## src/rtl/pwc_pkg.sv

```systemverilog
// Package of offsets, fields, reset values and types for the wave counter configuration
package pwc_pkg;

    localparam logic [11:0] OFF_MODULE_ON      = 12'h500;
    localparam logic [11:0] OFF_COUNTING_STYLE = 12'h504;
    localparam logic [11:0] OFF_PERIOD_TOP     = 12'h508;
    localparam logic [11:0] OFF_DECODER_LOAD   = 12'h510;
    localparam logic [11:0] OFF_INT_STATUS     = 12'h540;
    localparam logic [11:0] OFF_INT_ENABLE_SET = 12'h544;
    localparam logic [11:0] OFF_INT_ENABLE_CLR = 12'h548;
    localparam logic [11:0] OFF_INT_STATUS_CLR = 12'h54c;

    localparam int          TOP_W              = 15;
    localparam int          LOAD_W             = 2;
    localparam int          INT_LOOPS_BIT      = 0;
    localparam int          INT_PERIOD_BIT     = 1;
    localparam int          INT_W              = 2;

    localparam logic        RST_MODULE_ON      = 1'b0;
    localparam logic        RST_COUNTING_STYLE = 1'b0;
    localparam logic [14:0] RST_PERIOD_TOP     = 15'h03ff;
    localparam logic [14:0] TOP_MIN            = 15'h0003;
    localparam logic [1:0]  RST_LOAD           = 2'h0;
    localparam logic [1:0]  LOAD_A             = 2'h3;
    localparam logic [1:0]  RST_INT_EN         = 2'h0;

    typedef enum logic [1:0] {
        PWC_LOAD_COMMON     = 2'b00,
        PWC_LOAD_GROUPED    = 2'b01,
        PWC_LOAD_INDIVIDUAL = 2'b10,
        PWC_LOAD_WAVE       = 2'b11
    } pwc_load_t;

    typedef struct packed {
        logic        valid;
        logic [1:0]  index;
        logic [15:0] data;
    } pwc_half_t;

    typedef struct packed {
        logic [15:0] ch0;
        logic [15:0] ch1;
        logic [15:0] ch2;
    } pwc_cmp_t;

endpackage : pwc_pkg

```

## src/rtl/pwc_wave_counter.sv

```systemverilog
// Wave counter configuration, counter and register slave
//
// Operation
// RULE1: Write one disables loops interrupt; reads state.
// RULE2: Module-on bit enables generator; resets off.
// RULE3: Style bit: up-only or up/down counting.
// RULE4: Counter top from register, 3..32767, 0x3ff.
// RULE5: Load_a load ignores the register top.
// RULE6: Load_a: three half-words channels, fourth top.
// RULE7: Up wraps to zero; up/down reverses ends.
//
// Register access over Avalon-MM is this design's own decision.
module pwc_wave_counter (
    // Clock and reset
    input  wire logic                   core_clk,
    input  wire logic                   rst_n,
    // Avalon-MM slave
    input  wire logic [11:0]            avs_address,
    input  wire logic                   avs_read,
    input  wire logic                   avs_write,
    input  wire logic [31:0]            avs_writedata,
    input  wire logic [3:0]             avs_byteenable,
    output logic      [31:0]            avs_readdata,
    output logic                        avs_waitrequest,
    output logic      [1:0]             avs_response,
    // Prescaled count enable and events
    input  wire logic                   pwm_tick,
    input  wire logic                   loops_completed_event,
    // Fetched half-words from the sequence reader
    input  wire pwc_pkg::pwc_half_t     fetch_half,
    // Counter and configuration outputs
    output pwc_pkg::pwc_cmp_t           wave_cmp,
    output logic      [14:0]            wave_count,
    output logic                        count_direction_select,
    output logic                        module_on,
    output logic                        period_end,
    output logic                        irq
);

    ////////////////////////////////////////////////////////////////////////////
    // Registers and decode
    typedef enum logic {
        BUS_IDLE   = 1'b0,
        BUS_ANSWER = 1'b1
    } pwc_bus_t;

    typedef enum logic {
        DIR_UP   = 1'b0,
        DIR_DOWN = 1'b1
    } pwc_dir_t;

    logic                               counting_style;
    logic      [14:0]                   period_top_value;
    pwc_pkg::pwc_load_t                 decoder_load;
    logic      [14:0]                   ram_top;
    logic      [1:0]                    int_status;
    logic      [1:0]                    int_enable;
    logic                               ack;
    logic      [31:0]                   next_readdata;
    logic      [1:0]                    int_events;
    logic      [14:0]                   next_count;
    pwc_dir_t                           next_dir;
    pwc_dir_t                           dir_state;
    pwc_bus_t                           bus_state;
    pwc_bus_t                           next_bus_state;

    wire        req        = (avs_read | avs_write) & ~ack;
    wire        take       = (avs_read | avs_write) & ack;
    wire        wr         = avs_write & take & avs_byteenable[0];
    wire        wr_hi      = avs_write & take & avs_byteenable[1];
    wire        sel_on     = avs_address == pwc_pkg::OFF_MODULE_ON;
    wire        sel_style  = avs_address == pwc_pkg::OFF_COUNTING_STYLE;
    wire        sel_top    = avs_address == pwc_pkg::OFF_PERIOD_TOP;
    wire        sel_load   = avs_address == pwc_pkg::OFF_DECODER_LOAD;
    wire        sel_stat   = avs_address == pwc_pkg::OFF_INT_STATUS;
    wire        sel_ienset = avs_address == pwc_pkg::OFF_INT_ENABLE_SET;
    wire        sel_ienclr = avs_address == pwc_pkg::OFF_INT_ENABLE_CLR;
    wire        sel_sclr   = avs_address == pwc_pkg::OFF_INT_STATUS_CLR;
    wire        mapped     = sel_on | sel_style | sel_top | sel_load | sel_stat
                           | sel_ienset | sel_ienclr | sel_sclr;
    wire [14:0] wr_top     = {avs_writedata[14:8], avs_writedata[7:0]};
    wire [14:0] top_clip   = (wr_top < pwc_pkg::TOP_MIN) ? pwc_pkg::TOP_MIN : wr_top;
    wire        wave_load  = decoder_load == pwc_pkg::PWC_LOAD_WAVE;
    // RULE5: top source select
    wire [14:0] active_top = wave_load ? ram_top : period_top_value;
    wire [1:0]  wr_bits    = avs_writedata[1:0];
    wire [31:0] rd_word    = mapped ? next_readdata : 32'h0000_0000;

    assign avs_waitrequest = req;
    assign ack             = bus_state == BUS_ANSWER;
    assign avs_response    = 2'h0;
    assign irq             = |(int_status & int_enable);
    assign int_events      = {period_end, loops_completed_event};

    ////////////////////////////////////////////////////////////////////////////
    // Readback selection
    wire [31:0] rd_on      = {31'h0000_0000, module_on};
    wire [31:0] rd_style   = {31'h0000_0000, counting_style};
    wire [31:0] rd_top     = {17'h0_0000, period_top_value};
    wire [31:0] rd_load    = {30'h0000_0000, decoder_load};
    wire [31:0] rd_stat    = {30'h0000_0000, int_status};
    // RULE1: enable state readback
    wire [31:0] rd_ien     = {30'h0000_0000, int_enable};

    assign next_readdata = sel_on                    ? rd_on
                         : sel_style                 ? rd_style
                         : sel_top                   ? rd_top
                         : sel_load                  ? rd_load
                         : sel_stat                  ? rd_stat
                         : (sel_ienset | sel_ienclr) ? rd_ien
                         : 32'h0000_0000;

    ////////////////////////////////////////////////////////////////////////////
    // Bus handshake, one wait cycle then acknowledge
    always_comb begin
        next_bus_state = bus_state;
        unique case (bus_state)
            BUS_IDLE: begin
                if (avs_read | avs_write) begin
                    next_bus_state = BUS_ANSWER;
                end
            end
            BUS_ANSWER: begin
                next_bus_state = BUS_IDLE;
            end
        endcase
    end

    always_ff @(posedge core_clk or negedge rst_n) begin
        if (!rst_n) begin
            bus_state    <= BUS_IDLE;
            avs_readdata <= 32'h0000_0000;
        end else begin
            bus_state <= next_bus_state;
            if (req & avs_read) begin
                avs_readdata <= rd_word;
            end
        end
    end

    ////////////////////////////////////////////////////////////////////////////
    // Configuration registers
    always_ff @(posedge core_clk or negedge rst_n) begin
        if (!rst_n) begin
            module_on <= pwc_pkg::RST_MODULE_ON;
        end else if (wr & sel_on) begin
            // RULE2: module on control
            module_on <= avs_writedata[0];
        end
    end

    always_ff @(posedge core_clk or negedge rst_n) begin
        if (!rst_n) begin
            counting_style <= pwc_pkg::RST_COUNTING_STYLE;
        end else if (wr & sel_style) begin
            // RULE3: counting style store
            counting_style <= avs_writedata[0];
        end
    end

    always_ff @(posedge core_clk or negedge rst_n) begin
        if (!rst_n) begin
            decoder_load <= pwc_pkg::pwc_load_t'(pwc_pkg::RST_LOAD);
        end else if (wr & sel_load) begin
            decoder_load <= pwc_pkg::pwc_load_t'(avs_writedata[1:0]);
        end
    end

    always_ff @(posedge core_clk or negedge rst_n) begin
        if (!rst_n) begin
            period_top_value <= pwc_pkg::RST_PERIOD_TOP;
        end else if (wr & wr_hi & sel_top) begin
            // RULE4: top value clipped to range
            period_top_value <= top_clip;
        end
    end

    ////////////////////////////////////////////////////////////////////////////
    // Interrupt enable and sticky status
    generate
        for (genvar b = 0; b < pwc_pkg::INT_W; b++) begin : g_int
            wire ien_set = wr & sel_ienset & wr_bits[b];
            wire ien_clr = wr & sel_ienclr & wr_bits[b];
            wire st_clr  = wr & sel_sclr & wr_bits[b];

            // RULE1: write one disables
            always_ff @(posedge core_clk or negedge rst_n) begin
                if (!rst_n) begin
                    int_enable[b] <= pwc_pkg::RST_INT_EN[b];
                end else if (ien_set) begin
                    int_enable[b] <= 1'b1;
                end else if (ien_clr) begin
                    int_enable[b] <= 1'b0;
                end
            end

            // Event set wins over clear
            always_ff @(posedge core_clk or negedge rst_n) begin
                if (!rst_n) begin
                    int_status[b] <= 1'b0;
                end else if (int_events[b]) begin
                    int_status[b] <= 1'b1;
                end else if (st_clr) begin
                    int_status[b] <= 1'b0;
                end
            end
        end
    endgenerate

    ////////////////////////////////////////////////////////////////////////////
    // Load_a load spreading
    always_ff @(posedge core_clk or negedge rst_n) begin
        if (!rst_n) begin
            wave_cmp <= '0;
            ram_top  <= pwc_pkg::RST_PERIOD_TOP;
        end else if (fetch_half.valid & wave_load) begin
            // RULE6: half-words to channels and top
            unique case (fetch_half.index)
                2'h0: begin
                    wave_cmp.ch0 <= fetch_half.data;
                end
                2'h1: begin
                    wave_cmp.ch1 <= fetch_half.data;
                end
                2'h2: begin
                    wave_cmp.ch2 <= fetch_half.data;
                end
                2'h3: begin
                    ram_top <= (fetch_half.data[14:0] < pwc_pkg::TOP_MIN)
                             ? pwc_pkg::TOP_MIN : fetch_half.data[14:0];
                end
            endcase
        end
    end

    ////////////////////////////////////////////////////////////////////////////
    // Wave counter
    wire        at_top     = wave_count >= active_top;
    wire        at_zero    = wave_count == 15'h0000;
    wire [14:0] count_up   = wave_count + 15'h0001;
    wire [14:0] count_down = wave_count - 15'h0001;
    wire [14:0] top_less   = active_top - 15'h0001;
    wire        step       = module_on & pwm_tick;
    wire        at_end     = counting_style ? (count_direction_select & wave_count == 15'h0001)
                                            : at_top;

    assign count_direction_select = dir_state == DIR_DOWN;

    always_comb begin
        next_count = wave_count;
        next_dir   = dir_state;
        unique case (dir_state)
            DIR_UP: begin
                if (!counting_style) begin
                    // RULE7: wrap at top
                    next_count = at_top ? 15'h0000 : count_up;
                end else if (at_top) begin
                    // RULE7: reverse at top
                    next_dir   = DIR_DOWN;
                    next_count = top_less;
                end else begin
                    next_count = count_up;
                end
            end
            DIR_DOWN: begin
                if (!counting_style) begin
                    next_dir   = DIR_UP;
                    next_count = at_top ? 15'h0000 : count_up;
                end else if (at_zero) begin
                    // RULE7: reverse at zero
                    next_dir   = DIR_UP;
                    next_count = 15'h0001;
                end else begin
                    next_count = count_down;
                end
            end
        endcase
    end

    always_ff @(posedge core_clk or negedge rst_n) begin
        if (!rst_n) begin
            wave_count <= 15'h0000;
            dir_state  <= DIR_UP;
        end else if (!module_on) begin
            // RULE2: off holds counter idle
            wave_count <= 15'h0000;
            dir_state  <= DIR_UP;
        end else if (pwm_tick) begin
            // RULE3: up or up/down step
            wave_count <= next_count;
            dir_state  <= next_dir;
        end
    end

    // Period end pulse
    always_ff @(posedge core_clk or negedge rst_n) begin
        if (!rst_n) begin
            period_end <= 1'b0;
        end else begin
            period_end <= step & at_end;
        end
    end

endmodule : pwc_wave_counter
```

## config.mk

```make
export PLATFORM = sky130hd
export DESIGN_NAME = pwc_wave_counter
export DESIGN_NICKNAME = d
export VERILOG_FILES = /design/src/rtl/pwc_pkg.sv /design/src/rtl/pwc_wave_counter.sv
export SDC_FILE = /design/constraint.sdc
export NUM_CORES = 1
export LEC_CHECK = 0
export BUFFER_PORTS_ARGS = -buffer_cell sky130_fd_sc_hd__buf_2
export CORE_MARGIN = 2
export CORE_UTILIZATION = 40
export CTS_BUF_LIST = sky130_fd_sc_hd__clkbuf_16
export CTS_CLUSTER_SIZE = 10
export DETAILED_ROUTE_END_ITERATION = 6
export PLACE_DENSITY_LB_ADDON = 0.25
export SLEW_MARGIN = 20
export SYNTH_ARGS = -nofsm -noshare
export SYNTH_HDL_FRONTEND = slang
export SYNTH_SLANG_ARGS = --single-unit
export TNS_END_PERCENT = 10
```

## constraint.sdc

```tcl
create_clock -name core_clk -period 3.1 [get_ports core_clk]
set_input_delay 0.465 -clock core_clk [delete_from_list [all_inputs] [get_ports core_clk]]
set_output_delay 0.465 -clock core_clk [all_outputs]
set_load 0.005 [all_outputs]
```

# [After elaboration in Yosys (flattened, before gate mapping)]
# Cells that the tools add are included.
[word_totals] regBits=136 output_inout_bits=102 word_cells=120
[op_classes] n_addsub=3 magnitude_cmp=3 eq_ne=14 muxes=36 n_bitwise=36 n_reduce_logical=11
[op_table] operator="$mux W15" count=13
[op_table] operator="$eq A12 B11 Y1 const B" count=8
[op_table] operator="$mux W32" count=1
[op_table] operator="$lt A15 B2 Y1 const B" count=2
[op_table] operator="$pmux W15 S2" count=1
[op_table] operator="$sub A15 B1 Y15 const B" count=2
[op_table] operator="$and A1 B1 Y1" count=24
[op_table] operator="$mux W1" count=16
[op_table] operator="$add A15 B1 Y15 const B" count=1
[op_table] operator="$eq A15 B1 Y1 const B" count=1
[op_table] operator="$ge A15 B15 Y1" count=1
[op_table] operator="$logic_not A15 Y1" count=1
[op_table] operator="$or A1 B1 Y1" count=9
[op_table] operator="$reduce_and A2 Y1" count=4
[op_table] operator="$reduce_bool A2 Y1" count=4
[op_table] operator="$eq A2 B2 Y1 const B" count=3
[op_table] operator="$mux W2" count=3
[op_table] operator="$pmux W1 S2" count=2
[op_table] operator="$and A2 B2 Y2" count=1
[op_table] operator="$eq A2 B1 Y1 const B" count=1
[op_table] operator="$logic_not A2 Y1" count=1
[op_table] operator="$ne A2 B2 Y1 const B" count=1
[op_table] operator="$not A1 Y1" count=2
[op_table] operator="$reduce_or A2 Y1" count=1

# [Longest topological paths before layout]
[logic_depth] ltp_word=9 ltp_mapped=16

# [Worst setup path before layout]
# Ideal clock, no wire load.
[synth_timing] path_type="flip-flop to flip-flop" from="register decoder_load[0]" to="register wave_count[10]" setup_ns=0.126 arrival_time_ns=3.001 required_time_ns=2.974 slack_ns=-0.027 stages_incl_launch_ff=15 synth_period_minus_slack_ns=3.127 cell_sequence="dfrtp_1 -> and2_1 -> buf_6 -> buf_2 -> mux2i_1 -> inv_1 -> ha_1 -> nand2b_1 -> a22oi_1 -> o21bai_1 -> o2111ai_1 -> a311oi_4 -> o31ai_1 -> o21ai_0 -> a221o_1"
[synth_via] elab_chain_cells=8 elab_cells_between_ends=11 cone_classes="add/sub: 1; order compare: 1; eq/ne: 1; mux: 8"
[synth_lines] element="start: declaration" line_no="pwc_wave_counter.sv:54" source="pwc_pkg::pwc_load_t decoder_load;"
[synth_lines] element="start signal: assignment" line_no="pwc_wave_counter.sv:163" source="decoder_load <= pwc_pkg::pwc_load_t'(pwc_pkg::RST_LOAD);"
[synth_lines] element="start signal: assignment" line_no="pwc_wave_counter.sv:165" source="decoder_load <= pwc_pkg::pwc_load_t'(avs_writedata[1:0]);"
[synth_lines] element="$eq A2 B2 Y1 *" line_no="pwc_wave_counter.sv:83" source="wire wave_load = decoder_load == pwc_pkg::PWC_LOAD_WAVE;"
[synth_lines] element="$mux W15 *" line_no="pwc_wave_counter.sv:85" source="wire [14:0] active_top = wave_load ? ram_top : period_top_value;"
[synth_lines] element="$sub A15 B1 Y15 or $ge A15 B15 Y1 (tied branches)" line_no="pwc_wave_counter.sv:242, pwc_wave_counter.sv:238"
[synth_lines] element="$mux W15, on equally long branches" line_no="pwc_wave_counter.sv:257, pwc_wave_counter.sv:256, pwc_wave_counter.sv:268"
[synth_lines] element="$mux W15, on equally long branches" line_no="pwc_wave_counter.sv:254, pwc_wave_counter.sv:266"
[synth_lines] element="$pmux W15 S2 *" line_no="pwc_wave_counter.sv:252" source="unique case (dir_state)"
[synth_lines] element="$mux W15 *" line_no="pwc_wave_counter.sv:288" source="end else if (pwm_tick) begin"
[synth_lines] element="$mux W15 *" line_no="pwc_wave_counter.sv:284" source="end else if (!module_on) begin"
[synth_lines] element="end signal: assignment" line_no="pwc_wave_counter.sv:290" source="wave_count <= next_count;"
[synth_lines] element="end: declaration" line_no="pwc_wave_counter.sv:33" source="output logic [14:0] wave_count,"
# Every way passes the cells marked *; elsewhere a longest branch is shown, timed or not. The select of a mux whose other input is x is not followed.
# A chain may end at the register's enable or synchronous reset.

# [Worst setup path after layout]
# Ends and elaborated chain as after synthesis.

==> qor.yml <==
status: "complete, no violations"
worstReg2RegStart: "decoder_load[0]"
grt_max_degree: 49
post-dp-hpwl_um: 13500
cts_tree: "yes"
cp_max_fo: 10
area_growth_pct: 25.2
final_hold_viol_count: 0
swShare: 0.226
clockBufferDepth: 2
syn_inst: 674
cp_num_cells: 11
die_y_um: 135
viasPerCell: 5.45
cpLargestDelayFamily: "simple AND/OR/NAND/NOR gates"
crit_required_ns: 3.39
cts_root_buf: "clkbuf_16"
worst_setup_path_start_kind: "register"
tightest_slew_ns: 0.944
grt_first_pass_wirelength_um: 30000
rsz0062_at_grt: "yes"
synth_seq_cells: 119
r2r_cells: 11
tns_ns: 0
reg2reg_slack_ns: 0.15
synth_cell_types: 71
drt-initial-drc-count: 336
max_stage_delay_ns: 0.40
seqPwrFrac: 0.410
drv_cap: 0
io_pins: 175
cp_slowest_cell: "dfrtp_1"
worst_ep_arrival_time_ns: 3.24
yosys_warnings: 0
core_um2: 16600
hold_ws_ns: 0.0644
min_path_type: "in -> async"
io_buffer_count: 136
drc: 0
synth-edff-count: 0
r2r-end: "wave_count[10]"
synth_flop_cell: "dfrtp_1"
antenna_found_initial: 0
grt.total_usage: 0.209
wl_um: 18400
start_util: 0.411
p_per_area_nw_per_um2: 444
dr.pass1.iters: 5
comb_power_share: 0.035
finalNonFillerCells: 1068
intPower_mw: 2.94
ys_async_sr_fraction: 1.00
critPathCaptureType: "register"
switchingPower_uw: 859
max_freq_mhz: 339
critical_path_class: "reg -> reg"
skew_ns: 0.00895
fin_crit_sh: 0.950
syn-cell-area_um2: 6830
crit_buf_inv: 2
crit_chain: "nand2_1 > buf_4 > mux2i_1 > ha_1 > nand2_1 > or3_4 > a311oi_4 > or2_1 > buf_4 > a21oi_1 > a221o_1"
slew_headroom: 0.371
p_total_mw: 3.80
numCtsBuffers: 17
clock_power_share: 0.555
via_count: 5820
clk_latency_ns: 0.42
rows: 47
detail-route-antenna-nets: 0
wl_per_cell_um: 17.2
floorplan.die_area_um2: 18100
p_leak_nw: 4.23
place_inst: 1034
grt_pass1_vias: 5694
cts_max_level: 4
gp_congestion: 0.818
syn_avg_cell_area_um2: 10.1
drive_above_1_share: 0.397
seq_area_frac_synth: 0.439
dieWidth_um: 135
finalMaxSlewViolations: 0
clock_sinks: 119
diodes: 0
cts.clk_slew.worst_paths_ns: 0.06
grt_overflow: 0
finalSetupViolCount: 0
fin_crit_ns: 2.95
ir_drop_uv: 360
layout.nets: 921
## layout by cell type, fill, tap and decap left out, types with 19 or more instances in the layout
cell type  netlist  layout
dfrtp_1         99      99
a21oi_1         22      22
buf_4           19      47
nor2_1          38      38
conb_1           1      19
o21ai_0         41      41
buf_2            6     135
nand3_1         21      21
mux2_2          79      79
dfstp_2         20      20
nand2_1         69      69
## metal layers
| layer | up-vias | track usage | part of all wire |
|---|---|---|---|
| met1 | 2847 | 0.282 | 0.45 |
| met3 | 22 | 0.0593 | 0.069 |
| met2 | 195 | 0.327 | 0.46 |
| met5 | - | 0 | 0 |
| met4 | 0 | 0.0614 | 0.015 |
| li1 | 2756 | - | - |
## power by group through the flow
stage | Clock (mW) | Combinational (mW) | Sequential (mW)
3_3_place_gp | 0 | 0.132 | 1.59
3_5_place_dp | 0 | 0.134 | 1.59
5_1_grt | 2.22 | 0.151 | 1.56
2_1_floorplan | 0 | 0.0526 | 1.59
6_report | 2.11 | 0.132 | 1.56
4_1_cts | 2.16 | 0.134 | 1.56
## synth_stat cells, drive strengths merged (3+ instances only)
cell type,instances,area share
and3,4,0.0037
buf,31,0.032
o21ai,42,0.031
nand4,9,0.0082
mux2,80,0.13
o2111ai,6,0.0077
a21boi,7,0.0077
nand2b,3,0.0027
a211oi,4,0.0044
nor3,9,0.0066
o31ai,9,0.0099
o211ai,6,0.0066
a21o,4,0.0044
nand2,69,0.038
nand3,22,0.017
xnor2,17,0.022
or2,4,0.0037
a221o,4,0.0059
xor2,9,0.012
dfrtp,99,0.36
mux2i,15,0.024
or3,6,0.0062
nor4,11,0.010
dfstp,20,0.077
o21a,3,0.0033
nor2b,6,0.0055
inv,11,0.0060
and2,6,0.0055
a21oi,26,0.021
ha,13,0.024
o221ai,3,0.0038
a31oi,15,0.014
nor2,38,0.021
clkbuf,28,0.015
## cells by family (layout without fill, tap and decap cells)
| family | after synthesis | in the layout | share of synthesized area |
|---|---|---|---|
| fa+ha+maj | 14 | 14 | 0.0254 |
| xor+xnor | 26 | 26 | 0.0333 |
| mux | 95 | 95 | 0.156 |
| other cells | 1 | 19 | 0.000549 |
| flops | 119 | 119 | 0.439 |
| buf+inv | 70 | 226 | 0.0533 |
| compound gates | 151 | 151 | 0.150 |
| simple gates | 198 | 198 | 0.142 |
## state kept, by name (all words and copies together) (netlist names)
signal / count
wave_cmp: 48
avs_readdata: 15
period_top_value: 15
ram_top: 15
wave_count: 15
decoder_load: 2
int_enable: 2
int_status: 2
ack: 1
count_direction_select: 1
counting_style: 1
module_on: 1
period_end: 1
## worst max-delay path by stage
stage                    startpoint             end  slack [ns]
finish              decoder_load[0]  wave_count[10]        0.15
global placement    decoder_load[0]   wave_count[4]        0.13
floorplan           decoder_load[0]  wave_count[10]        0.10
detailed placement  decoder_load[1]   wave_count[9]        0.06
global route        decoder_load[0]   wave_count[4]       -0.05
CTS                 decoder_load[1]   wave_count[9]        0.05
## repair_timing
action	4_1_cts	5_1_grt
resized for setup	0	4
setup buffers	0	2
setup endpoints to repair	0	17
hold buffers	0	0
## through the flow
stage	instance area, um^2	util	setup WS, ns
after floorplan	6910	-	0.101
after global placement	7900	0.475	0.130
after detailed placement	7900	0.475	0.0585
after CTS	8530	0.513	0.0506
after global routing	8560	0.514	-0.0489
final	8560	0.514	0.154
## cell type report
cell class                 count  area, um^2
clock buffer                  17         425
clock inverter                15         204
fill                        1529        8080
inverter                      11        41.3
multi-input combinational    503        3560
sequential                   119        3000
tap                          220         275
timing repair buffer         183        1050
(Power assumes the default switching activity.)
